$ cat src/psfb_consts.svh
/*
 * Offsets, field positions and reset values for the status flag bank.
 * Assumes inclusion by bare name from package and modules.
 */
`ifndef PSFB_CONSTS_SVH
`define PSFB_CONSTS_SVH

`define PSFB_ADDR_W 5
`define PSFB_OFF_RUN_STATE 5'h00
`define PSFB_OFF_BUSY_FLAGS 5'h01
`define PSFB_OFF_DIAG_CODE 5'h02
`define PSFB_OFF_IO_BOARD_ERR 5'h04
`define PSFB_OFF_CASSETTE_ERR 5'h08
`define PSFB_OFF_COMM_ERR 5'h0b
`define PSFB_OFF_EXP_VERIFY 5'h0c
`define PSFB_OFF_VARIANT 5'h10
`define PSFB_OFF_INT_STATUS 5'h11
`define PSFB_OFF_INT_MASK 5'h12
`define PSFB_ZERO16 16'h0000
`define PSFB_INT_W 5
`define PSFB_INT_RESET 5'h00
`define PSFB_EV_DIAG 0
`define PSFB_EV_IO_BOARD 1
`define PSFB_EV_CASSETTE 2
`define PSFB_EV_COMM 3
`define PSFB_EV_EXP_VERIFY 4
`define PSFB_CASSETTE_MASK 16'h0006
`define PSFB_EXP_MASK 16'h00ff
`define PSFB_RELAY_CTR_MASK 16'h0f00
`define PSFB_TRANS_PLS_MASK 16'hc000
`define PSFB_CTR_BASE 0
`define PSFB_PLS_BASE 12
`define PSFB_CTR_CH 12
`define PSFB_PLS_CH 4

`endif

$ cat src/psfb_pkg.sv
/*
 * Types shared by the status flag bank modules.
 * Assumes psfb_consts.svh is on the include path.
 */
`include "psfb_consts.svh"

package psfb_pkg;
    typedef struct packed {
        logic [15:0] run_state;
        logic [15:0] diag_code;
        logic [15:0] io_board_err;
        logic [15:0] cassette_err;
        logic [15:0] comm_err;
        logic [15:0] exp_verify;
    } psfb_status_t;

    typedef struct packed {
        logic [`PSFB_CTR_CH-1:0] ctr_active;
        logic [`PSFB_PLS_CH-1:0] pls_active;
    } psfb_activity_t;

    typedef enum logic [1:0] {
        PSFB_RELAY_OUTPUT = 2'b01,
        PSFB_TRANSISTOR_OUTPUT = 2'b10
    } psfb_variant_t;
endpackage

$ cat src/psfb_busy_flags.sv
/*
 * Counter and pulse-output busy flag word.
 * Assumes the activity inputs are synchronous levels held by the channel logic.
 */
`timescale 1ns/10ps
`default_nettype none
`include "psfb_consts.svh"

module psfb_busy_flags
    import psfb_pkg::*;
(
    // clock and reset
    input wire logic clk,
    input wire logic nrst,
    // channel activity and variant
    input wire psfb_activity_t act,
    input wire psfb_variant_t variant,
    // flag word
    output logic [15:0] busy_reg
);
    logic [15:0] busy_next;
    logic [15:0] raw;

    genvar i;
    generate
        for (i = 0; i < `PSFB_CTR_CH; i = i + 1)
        begin : g_ctr
            assign raw[`PSFB_CTR_BASE + i] = act.ctr_active[i];
        end
        for (i = 0; i < `PSFB_PLS_CH; i = i + 1)
        begin : g_pls
            assign raw[`PSFB_PLS_BASE + i] = act.pls_active[i];
        end
    endgenerate

    always_comb
    begin
        busy_next = raw;
        if (variant != PSFB_RELAY_OUTPUT)
        begin
            busy_next = busy_next & ~`PSFB_RELAY_CTR_MASK;
        end
        if (variant != PSFB_TRANSISTOR_OUTPUT)
        begin
            busy_next = busy_next & ~`PSFB_TRANS_PLS_MASK;
        end
    end

    always_ff @(posedge clk or negedge nrst)
    begin
        if (!nrst)
        begin
            busy_reg <= `PSFB_ZERO16;
        end
        else
        begin
            busy_reg <= busy_next;
        end
    end
endmodule
`default_nettype wire

$ cat src/psfb_flag_bank.sv
/*
 * Read-only status flag and diagnostic word bank with event interrupt.
 * Assumes status inputs are synchronous to CLOCK and driven by the
 * controller's mode, channel and diagnostic logic.
 */
// Our own choices: the placing of the registers and the plain strobed port.
`timescale 1ns/10ps
`default_nettype none
`include "psfb_consts.svh"

module psfb_flag_bank
    import psfb_pkg::*;
(
    // clock and reset
    input wire logic CLOCK,
    input wire logic NRST,
    // register port
    input wire logic [`PSFB_ADDR_W-1:0] ADDR,
    input wire logic [15:0] WDATA,
    input wire logic WR,
    input wire logic RD,
    output logic [15:0] RDATA,
    // unit modes, one bit per linked unit, high for run
    input wire logic [15:0] UNIT_RUN_MODE,
    // channel activity and build variant
    input wire psfb_activity_t CHANNEL_ACTIVE,
    input wire psfb_variant_t OUTPUT_VARIANT,
    // diagnostic events
    input wire logic DIAG_ERR_STB,
    input wire logic [15:0] DIAG_ERR_CODE,
    input wire logic [15:0] IO_BOARD_ERR_SET,
    input wire logic [15:0] CASSETTE_ERR_SET,
    input wire logic COMM_PORT_IN_USE,
    input wire logic COMM_ERR_STB,
    input wire logic [15:0] COMM_ERR_CONTENT,
    input wire logic [7:0] EXP_PRESENT,
    // interrupt
    output logic IRQ
);
    psfb_status_t st_reg;
    psfb_status_t st_next;
    logic [15:0] busy_word;
    logic [7:0] exp_base_reg;
    logic exp_captured_reg;
    logic [`PSFB_INT_W-1:0] int_status_reg;
    logic [`PSFB_INT_W-1:0] int_status_next;
    logic [`PSFB_INT_W-1:0] int_mask_reg;
    logic [`PSFB_INT_W-1:0] events;
    logic [15:0] rdata_next;
    logic [15:0] exp_changed;

    function automatic logic hit(input logic [`PSFB_ADDR_W-1:0] a,
                                 input logic [`PSFB_ADDR_W-1:0] off);
        hit = (a == off);
    endfunction

    psfb_busy_flags u_busy (
        .clk(CLOCK),
        .nrst(NRST),
        .act(CHANNEL_ACTIVE),
        .variant(OUTPUT_VARIANT),
        .busy_reg(busy_word)
    );

    // installation baseline is caught on the first clock after reset release
    always_ff @(posedge CLOCK or negedge NRST)
    begin
        if (!NRST)
        begin
            exp_base_reg <= 8'h00;
            exp_captured_reg <= 1'b0;
        end
        else if (!exp_captured_reg)
        begin
            exp_base_reg <= EXP_PRESENT;
            exp_captured_reg <= 1'b1;
        end
    end

    assign exp_changed = {8'h00, (EXP_PRESENT ^ exp_base_reg)} & `PSFB_EXP_MASK;

    always_comb
    begin
        st_next = st_reg;
        st_next.run_state = UNIT_RUN_MODE;
        if (DIAG_ERR_STB)
        begin
            st_next.diag_code = DIAG_ERR_CODE;
        end
        st_next.io_board_err = st_reg.io_board_err | IO_BOARD_ERR_SET;
        st_next.cassette_err = st_reg.cassette_err | (CASSETTE_ERR_SET & `PSFB_CASSETTE_MASK);
        if (COMM_PORT_IN_USE && COMM_ERR_STB)
        begin
            st_next.comm_err = COMM_ERR_CONTENT;
        end
        if (exp_captured_reg)
        begin
            st_next.exp_verify = st_reg.exp_verify | exp_changed;
        end
    end

    // status words have no write path at all
    always_ff @(posedge CLOCK or negedge NRST)
    begin
        if (!NRST)
        begin
            st_reg <= '0;
        end
        else
        begin
            st_reg <= st_next;
        end
    end

    always_comb
    begin
        events = '0;
        events[`PSFB_EV_DIAG] = DIAG_ERR_STB;
        events[`PSFB_EV_IO_BOARD] = (st_next.io_board_err != st_reg.io_board_err);
        events[`PSFB_EV_CASSETTE] = (st_next.cassette_err != st_reg.cassette_err);
        events[`PSFB_EV_COMM] = COMM_PORT_IN_USE && COMM_ERR_STB;
        events[`PSFB_EV_EXP_VERIFY] = (st_next.exp_verify != st_reg.exp_verify);
    end

    // an event in the clearing cycle survives: set is applied after clear
    always_comb
    begin
        int_status_next = int_status_reg;
        if (WR && hit(ADDR, `PSFB_OFF_INT_STATUS))
        begin
            int_status_next = int_status_next & ~WDATA[`PSFB_INT_W-1:0];
        end
        int_status_next = int_status_next | events;
    end

    always_ff @(posedge CLOCK or negedge NRST)
    begin
        if (!NRST)
        begin
            int_status_reg <= `PSFB_INT_RESET;
        end
        else
        begin
            int_status_reg <= int_status_next;
        end
    end

    always_ff @(posedge CLOCK or negedge NRST)
    begin
        if (!NRST)
        begin
            int_mask_reg <= `PSFB_INT_RESET;
        end
        else if (WR && hit(ADDR, `PSFB_OFF_INT_MASK))
        begin
            int_mask_reg <= WDATA[`PSFB_INT_W-1:0];
        end
    end

    assign IRQ = |(int_status_reg & int_mask_reg);

    always_comb
    begin
        rdata_next = `PSFB_ZERO16;
        if (hit(ADDR, `PSFB_OFF_RUN_STATE))
        begin
            rdata_next = st_reg.run_state;
        end
        else if (hit(ADDR, `PSFB_OFF_BUSY_FLAGS))
        begin
            rdata_next = busy_word;
        end
        else if (hit(ADDR, `PSFB_OFF_DIAG_CODE))
        begin
            rdata_next = st_reg.diag_code;
        end
        else if (hit(ADDR, `PSFB_OFF_IO_BOARD_ERR))
        begin
            rdata_next = st_reg.io_board_err;
        end
        else if (hit(ADDR, `PSFB_OFF_CASSETTE_ERR))
        begin
            rdata_next = st_reg.cassette_err;
        end
        else if (hit(ADDR, `PSFB_OFF_COMM_ERR))
        begin
            rdata_next = st_reg.comm_err;
        end
        else if (hit(ADDR, `PSFB_OFF_EXP_VERIFY))
        begin
            rdata_next = st_reg.exp_verify;
        end
        else if (hit(ADDR, `PSFB_OFF_VARIANT))
        begin
            rdata_next = {14'h0000, OUTPUT_VARIANT};
        end
        else if (hit(ADDR, `PSFB_OFF_INT_STATUS))
        begin
            rdata_next = {11'h000, int_status_reg};
        end
        else if (hit(ADDR, `PSFB_OFF_INT_MASK))
        begin
            rdata_next = {11'h000, int_mask_reg};
        end
    end

    // read data stands only in the cycle after the strobe
    always_ff @(posedge CLOCK or negedge NRST)
    begin
        if (!NRST)
        begin
            RDATA <= `PSFB_ZERO16;
        end
        else if (RD)
        begin
            RDATA <= rdata_next;
        end
        else
        begin
            RDATA <= `PSFB_ZERO16;
        end
    end
endmodule
`default_nettype wire

$ cat config.mk
export PLATFORM = sky130hd
export DESIGN_NAME = psfb_flag_bank
export DESIGN_NICKNAME = d
export VERILOG_FILES = /design/src/psfb_pkg.sv /design/src/psfb_busy_flags.sv /design/src/psfb_flag_bank.sv
export VERILOG_INCLUDE_DIRS = /design/src
export SDC_FILE = /design/constraint.sdc
export NUM_CORES = 1
export LEC_CHECK = 0
export BUFFER_PORTS_ARGS = -buffer_cell sky130_fd_sc_hd__buf_2
export CAP_MARGIN = 20
export CORE_ASPECT_RATIO = 1.2
export CORE_MARGIN = 5
export CORE_UTILIZATION = 35
export CTS_CLUSTER_DIAMETER = 100
export DETAILED_ROUTE_END_ITERATION = 8
export PLACE_DENSITY = 0.56
export SYNTH_ARGS = -nofsm -noshare
export SYNTH_HDL_FRONTEND = slang
export SYNTH_SLANG_ARGS = --single-unit
export TNS_END_PERCENT = 20
$ cat constraint.sdc
create_clock -name CLOCK -period 1.8 [get_ports CLOCK]
set_clock_uncertainty 0.2 [all_clocks]
set_input_delay 0.54 -clock CLOCK [delete_from_list [all_inputs] [get_ports CLOCK]]
set_output_delay 0.54 -clock CLOCK [all_outputs]
set_load 0.01 [all_outputs]
=== Yosys cells after proc, flatten, opt, wreduce, memory -nomap -nowiden ===
Cells that the tools add are included.
W data, S select, Z words.

* Equal/unequal tests: 14
* Mux-type cells: 15
* Bitwise operators: 8
* Reduce and logical (&&, ||, !) cells: 5

{| class="wikitable"
|+ Operators with widths
! kind !! count
|-
| $mux W16 || 10
|-
| $ne A16 B16 Y1 || 3
|-
| $mux W5 || 4
|-
| $or A16 B16 Y16 || 1
|-
| $or A16 B3 Y16 || 1
|-
| $or A16 B8 Y16 || 1
|-
| $eq A5 B4 Y1 const B || 3
|-
| $eq A5 B5 Y1 const B || 3
|-
| $mux W12 || 1
|-
| $and A5 B5 Y5 || 2
|-
| $xor A8 B8 Y8 || 1
|-
| $eq A5 B1 Y1 const B || 1
|-
| $eq A5 B2 Y1 const B || 1
|-
| $eq A5 B3 Y1 const B || 1
|-
| $logic_not A5 Y1 || 1
|-
| $not A5 Y5 || 1
|-
| $or A5 B5 Y5 || 1
|-
| $reduce_or A5 Y1 || 1
|-
| $logic_and A1 B1 Y1 || 3
|-
| $ne A2 B1 Y1 const B || 1
|-
| $ne A2 B2 Y1 const B || 1
|}

* Bits in registers: 147
* Input port bits: 134
* Output and inout port bits: 17
* Word-level logic and storage cells: 54

=== Depth between registers and ports, before layout ===
Gate-level depths: netlist of run 1.

* Word-level depth: 12
* Gate-level depth with buffers: 7
* Gate-level depth less buffers: 5

=== Cells and area by module ===
A second synthesis of run 1 with hierarchy kept.

* Cell total of the unflattened synthesis: 446
* Area, all modules: 5308.8 µm²

{| class="wikitable"
|+ Modules (own cells, without submodules)
! module !! instances !! cells each !! area an instance (µm²) !! sequential area each (µm²)
|-
| psfb_flag_bank || 1 || 424 || 4855.9 || 2727.6
|-
| psfb_busy_flags || 1 || 22 || 452.9 || 400.4
|}

=== Worst setup path before layout of run 1 ===
OpenSTA, ideal clock, no wires.

* Path type: input to register
* Start point: input ADDR[1]
* End point: register RDATA[5]
* Setup time: 0.073 ns
* Data arrival time: 1.782 ns
* Required time: 1.527 ns
* Path slack: -0.255 ns
* Stages on the path: 7
* Buffers on the path: 2
* Cell sequence: buf_6 -> or2_1 -> buf_6 -> nor3_4 -> a222oi_1 -> or3_1 -> a21oi_2

* Word-level cells in the longest chain between the ends: 9
* Elaborated cells on any way between the ends: 15
* Those cells by class: eq/ne (6); mux (8); reduce/logical (1)

{| class="wikitable"
|+ RTL lines
! element !! line !! text
|-
| from (decl) || psfb_flag_bank.sv:18 || <nowiki>input wire logic [`PSFB_ADDR_W-1:0] ADDR,</nowiki>
|-
| $eq A5 B4 Y1 || psfb_flag_bank.sv:54 || <nowiki>hit = (a == off);</nowiki>
|-
| $mux W16 || psfb_flag_bank.sv:189 || <nowiki>else if (hit(ADDR, `PSFB_OFF_EXP_VERIFY))</nowiki>
|-
| $mux W16 || psfb_flag_bank.sv:185 || <nowiki>else if (hit(ADDR, `PSFB_OFF_COMM_ERR))</nowiki>
|-
| $mux W16 || psfb_flag_bank.sv:181 || <nowiki>else if (hit(ADDR, `PSFB_OFF_CASSETTE_ERR))</nowiki>
|-
| $mux W16 || psfb_flag_bank.sv:177 || <nowiki>else if (hit(ADDR, `PSFB_OFF_IO_BOARD_ERR))</nowiki>
|-
| $mux W16 || psfb_flag_bank.sv:173 || <nowiki>else if (hit(ADDR, `PSFB_OFF_DIAG_CODE))</nowiki>
|-
| $mux W16 || psfb_flag_bank.sv:169 || <nowiki>else if (hit(ADDR, `PSFB_OFF_BUSY_FLAGS))</nowiki>
|-
| $mux W16 * || psfb_flag_bank.sv:165 || <nowiki>if (hit(ADDR, `PSFB_OFF_RUN_STATE))</nowiki>
|-
| $mux W16 * || psfb_flag_bank.sv:214 || <nowiki>else if (RD)</nowiki>
|-
| to (signal assigned) || psfb_flag_bank.sv:212 || <nowiki>RDATA <= `PSFB_ZERO16;</nowiki>
|-
| to (signal assigned) || psfb_flag_bank.sv:216 || <nowiki>RDATA <= rdata_next;</nowiki>
|-
| to (signal assigned) || psfb_flag_bank.sv:220 || <nowiki>RDATA <= `PSFB_ZERO16;</nowiki>
|-
| to (decl) || psfb_flag_bank.sv:22 || <nowiki>output logic [15:0] RDATA,</nowiki>
|}

Mark *: on every way between the ends. The rest lies on a longest branch, timed or not.
A chain may end at the register's enable or synchronous reset.

=== Final worst setup path of run 1 ===
* Start point: register int_status_reg[4]
* End point: output IRQ

* Word-level cells in the longest chain between the ends: 2

{| class="wikitable"
|+ RTL lines
! element !! line !! text
|-
| from (decl) || psfb_flag_bank.sv:45 || <nowiki>logic [`PSFB_INT_W-1:0] int_status_reg;</nowiki>
|-
| from (signal assigned) || psfb_flag_bank.sv:140 || <nowiki>int_status_reg <= `PSFB_INT_RESET;</nowiki>
|-
| from (signal assigned) || psfb_flag_bank.sv:144 || <nowiki>int_status_reg <= int_status_next;</nowiki>
|-
| $and A5 B5 Y5 || psfb_flag_bank.sv:160 || <nowiki>assign IRQ = |(int_status_reg & int_mask_reg);</nowiki>
|-
| $reduce_or A5 Y1 || psfb_flag_bank.sv:160 ||
|-
| to (decl) || psfb_flag_bank.sv:38 || <nowiki>output logic IRQ</nowiki>
|}

Every way passes these cells.

==> results of run 1 <==
## synthesized netlist by cell type, drive strengths merged (6+ instances only)
cell type	count	area [µm²]
inv	31	116
dfrtp	125	3130
nand2	41	154
o21ai	18	90.1
xor2	8	70.1
or2	19	119
a31oi	11	68.8
or3	6	37.5
o22ai	6	37.5
buf	13	75.1
a21oi	16	91.3
nor2	18	70.1
mux2	44	495
a22oi	23	173
nor2b	8	50.1
clkbuf	8	30.0
## timing repair
action	4_1_cts	5_1_grt
pin swaps	1	5
resized for setup	2	9
buffers inserted	2	0
cloned	0	0
hold endpoints to repair	90	0
hold buffers	1	0
endpoints found under the setup margin	5	10
## layer usage
layer / global-route usage [%] / wire length, µm
met5: 0 / 0
met4: 4.76 / 227
met3: 4.63 / 797
met2: 28.7 / 7670
met1: 21.2 / 6040
## area by class of cell
type | instances | area (µm²) | area share, %
timing repair buffer | 166 | 1010 | 14.3
inverter | 31 | 116 | 1.64
tap | 204 | 255 | 3.61
clock buffer | 21 | 460 | 6.51
multi-input combinational | 285 | 2020 | 28.5
clock inverter | 9 | 90.1 | 1.27
sequential | 125 | 3130 | 44.2
## final timing paths
check	startpoint	endpoint	slack (ns)	cells past startpoint
setup / recovery	int_status_reg[4]$_DFF_PN0_	IRQ	-0.33	3
max in group asynchronous	NRST	st_reg[87]$_DFF_PN0_	0.60	3
setup reg to reg	int_mask_reg[4]$_DFFE_PN0P_	RDATA[4]$_DFF_PN0_	0.10	5
hold reg to reg	st_reg[0]$_DFF_PN0_	st_reg[0]$_DFF_PN0_	0.29	2
hold / removal	UNIT_RUN_MODE[12]	st_reg[92]$_DFF_PN0_	0.03	1
min in group asynchronous	NRST	st_reg[59]$_DFF_PN0_	0.28	2
## critical path: stages, from the launching register on
cell and delay (ns):
dfrtp_1 0.37, a222oi_1 0.35, nand2_1 0.10, buf_2 0.15
## where the power goes
group          internal, mW  switching (mW)
combinational         0.371           0.349
sequential             3.00           0.116
clock                  1.96            1.20
total                  5.33            1.66
## logic make-up after synthesis
group | synth area share (%)
DFF | 58.5
and+or+nand+nor | 12.3
AOI/OAI and AO/OA | 14.2
buffers and inverters | 4.14
muxes | 9.46
xor gates and xnor gates | 1.31
other | 0.0702
## through the flow
step                      std cells  utilization [%]  instance area (µm²)  setup WS (ns)  power (mW)
after floorplan                 462                -                 5350         -0.255        3.47
after global placement          808             43.1                 6470         -0.503        3.85
after detailed placement        808             43.1                 6470         -0.471        3.88
after CTS                       841             46.9                 7050         -0.339        7.08
after global routing            841             47.1                 7080         -0.429        7.30
final                           841             47.1                 7080         -0.325        6.99
==> out/results.ini, run 1 <==
[clock_network]
cts_made_buffers=17
worst_skew_pair.late_latency_ns=0.41
cts-root-buf=clkbuf_16
tritoncts_clock_tree=done
cts.clk_slew.worst_paths_ns=0.05
number_of_clock_sinks=125
ctsLongestPathBuffers=2
h_tree_depth=4

[finish]
mostFrequentLayoutCell=dfrtp_1
final_net_count=760
syn2layout_area_growth_pct=32.4
largest_register_ffs=74
commonest_cells_after_routing_fill_and_taps_aside=dfrtp_1, buf_2, mux2_2
drive_above_1_share_pct=42.4
filler_cell_count=1431
n_diodes=0

[timing]
hold_viol_final=0
period_needed_ns=2.13
setup_viol=1
timing.setup.tns_ns=-0.325
rsz_0062_raised_after_global_routing=true
whs_ns=0.0343
layout_worst_path_cycle_share_pct=118
fmax_ghz=0.471
timing.slew.headroom_pct=65.0
final_critical_path_setup_slack_ns=-0.325
worst_slew_pin_slew_ns=0.518
timing.final.max_slew_violations=0

[power]
leakagePower_nw=3.31
maximum_resistive_drop_on_vdd_v=0.000672
power_per_cell_area_nw_per_um2=988

[synth]
synth-warning-count=0
async_set_or_reset_flop_fraction_in_the_synthesized_netlist_pct=100
synth_unique_cells=51
post_synth_inst_count=462
postSynth.topFlopCell=dfrtp_1
seq_area_frac_synth_pct=58.5
post_synth.cell_area_avg_um2=11.6
synth-edff-count=0
synth_fp_nets=596
netlist_area_um2=5350
ys_seq_elements=125

[routing]
routed_wirelength_um=14700
route.vias.total=4121
drtIter0Drc=238
number_of_routed_nets_with_antenna_violations=0
wl_per_cell_um=17.5
drc=0
vias_per_cell=4.90
drt_pre_antenna_iters=5

[critical_path]
cp_max_fo=2
critPathKind=reg2out
cp-end-kind=primary output
timing.critical_path.arrival_ns=1.39
cp.required_ns=1.06
worstSetupStartpointType=flop

[hold_path]
timing.hold.worst.class=in2reg

[grt]
first_global_vias=4393
number_of_antenna_violations_at_the_first_check_in_global_routing=0
grt_overflow=0
track_usage_pct=17.0
largest_net_degree_at_the_start_of_global_routing=67
first_pass_grt_wire_length_um=23000

[floorplan]
die_area_um2=17900
starting_density_of_the_core_pct=35.6
core_rows=49
ios=151
die_width_um=123
core-area_um2=15000
chipHeight_um=145

[run]
cap_violations=0

[status]
violations=negative setup slack
status=finished with violations

[placement]
place_hpwl_um=11500
place_congestion=0.860
io_buffer_count=125

Note: power is estimated with default switching activity, not from simulation.
==> inputs of run 2 (changes only) <==
--- a/config.mk
+++ b/config.mk
@@ -14,6 +14,7 @@
 export CTS_CLUSTER_DIAMETER = 100
 export DETAILED_ROUTE_END_ITERATION = 8
 export PLACE_DENSITY = 0.56
+export SKIP_LAST_GASP = 1
 export SYNTH_ARGS = -nofsm -noshare
 export SYNTH_HDL_FRONTEND = slang
 export SYNTH_SLANG_ARGS = --single-unit
==> out/results.ini, run 2 (synthesis gave the netlist of run 1 again) <==
[floorplan]
starting_density_of_the_core_pct=35.6
core_rows=49
ios=151
chipHeight_um=145
die_width_um=123
die_area_um2=17900
core-area_um2=15000

[clock_network]
number_of_clock_sinks=125
cts_made_buffers=17
h_tree_depth=4
cts.clk_slew.worst_paths_ns=0.05
ctsLongestPathBuffers=2
cts-root-buf=clkbuf_16
worst_skew_pair.late_latency_ns=0.41
tritoncts_clock_tree=done

[routing]
drtIter0Drc=227
vias_per_cell=4.91
wl_per_cell_um=17.5
routed_wirelength_um=14700
route.vias.total=4131
drt_pre_antenna_iters=5
drc=0
number_of_routed_nets_with_antenna_violations=0

[finish]
syn2layout_area_growth_pct=32.0
sequential_cell_area_um2=3130
filler_cell_count=1433
stdcell_area_um2=7060
multi_input_comb_area_um2=2010
drive_above_1_share_pct=41.9
final_net_count=760
commonest_cells_after_routing_fill_and_taps_aside=dfrtp_1, buf_2, mux2_2
largest_register_ffs=74
mostFrequentLayoutCell=dfrtp_1
finalCoreUtilization_pct=47.0
stdcell_count=841
n_diodes=0

[placement]
placed_instance_area_um2=6470
place_congestion=0.860
place_hpwl_um=11500
place_worst_setup_slack_ns=-0.471
dp_cells=808
io_buffer_count=125

[timing]
period_needed_ns=2.13
whs_ns=0.0344
hold_viol_final=0
layout_worst_path_cycle_share_pct=119
timing.slew.headroom_pct=63.6
rsz_0062_raised_after_global_routing=true
worst_slew_pin_slew_ns=0.539
timing.setup.tns_ns=-0.389
setup_viol=5
timing.final.max_slew_violations=0
fmax_ghz=0.469
final_critical_path_setup_slack_ns=-0.334

[critical_path]
worstSetupStartpointType=flop
worst_r2r_path_cells=5
cp-end-kind=primary output
cp_max_fo=2
timing.critical_path.arrival_ns=1.39
cp_slowest_stage_delay_ns=0.37
worstPathCellList=a222oi_1 > nand2_1 > buf_2
cp.required_ns=1.06
critPathKind=reg2out
critical-path-slowest-cell=dfrtp_1
slack_of_the_worst_reg_to_reg_path_ns=0.10

[run]
cap_violations=0

[power]
leakagePower_nw=3.30
power_per_cell_area_nw_per_um2=991
maximum_resistive_drop_on_vdd_v=0.000672
finalPower_mw=6.99

[grt]
first_pass_grt_wire_length_um=23000
track_usage_pct=17.0
first_global_vias=4393
largest_net_degree_at_the_start_of_global_routing=67
grt_overflow=0
number_of_antenna_violations_at_the_first_check_in_global_routing=0

[status]
violations=negative setup slack
status=finished with violations

[hold_path]
worstHoldPathCells=1
timing.hold.worst.class=in2reg

-- run 2: critical path, delay by kind of cell, from the launching register on --
kind            cells  cell delay [ns]
compound gates      1             0.35
buf+inv             1             0.15
flops               1             0.37
simple gates        1             0.11
-- run 2: path summary, 6_finish.rpt --
| check | startpoint | end |
|---|---|---|
| worst max-delay path | int_status_reg[4]$_DFF_PN0_ | IRQ |
| worst min-delay path | UNIT_RUN_MODE[12] | st_reg[92]$_DFF_PN0_ |
| worst max register to register | int_mask_reg[4]$_DFFE_PN0P_ | RDATA[4]$_DFF_PN0_ |
| worst min register to register | st_reg[6]$_DFF_PN0_ | st_reg[6]$_DFF_PN0_ |
| max in group asynchronous | NRST | st_reg[87]$_DFF_PN0_ |
| min in group asynchronous | NRST | st_reg[59]$_DFF_PN0_ |
-- run 2: where the power goes --
part | internal, mW | total (mW) | leakage (nW) | switching, mW
Combinational | 0.368 | 0.716 | 1.61 | 0.348
Sequential | 3.00 | 3.12 | 1.43 | 0.116
Clock | 1.96 | 3.16 | 0.265 | 1.20
Total | 5.33 | 6.99 | 3.30 | 1.66
-- run 2: final cells by class --
cell class | count | share of cell area, %
clock buffers | 21 | 6.52
clock inverters | 9 | 1.28
inverters | 31 | 1.65
multi-input cells | 285 | 28.4
flip-flops and latches | 125 | 44.3
well taps | 204 | 3.62
repair buffers | 166 | 14.2
-- run 2: repair_timing --
item | 4_1_cts | 5_1_grt
gates resized for setup | 0 | 4
setup buffers | 2 | 0
pin swaps | 1 | 1
endpoints found under the setup margin | 5 | 10
hold endpoints to repair | 90 | 0
hold buffers | 1 | 0
-- run 2: routing by layer --
| metal | vias up | global-route usage, % | wire length [µm] |
|---|---|---|---|
| li1 | 1970 | - | - |
| met1 | 2026 | 21.2 | 6010 |
| met2 | 120 | 28.7 | 7640 |
| met3 | 15 | 4.63 | 814 |
| met4 | 0 | 4.76 | 227 |
| met5 | - | 0 | 0 |
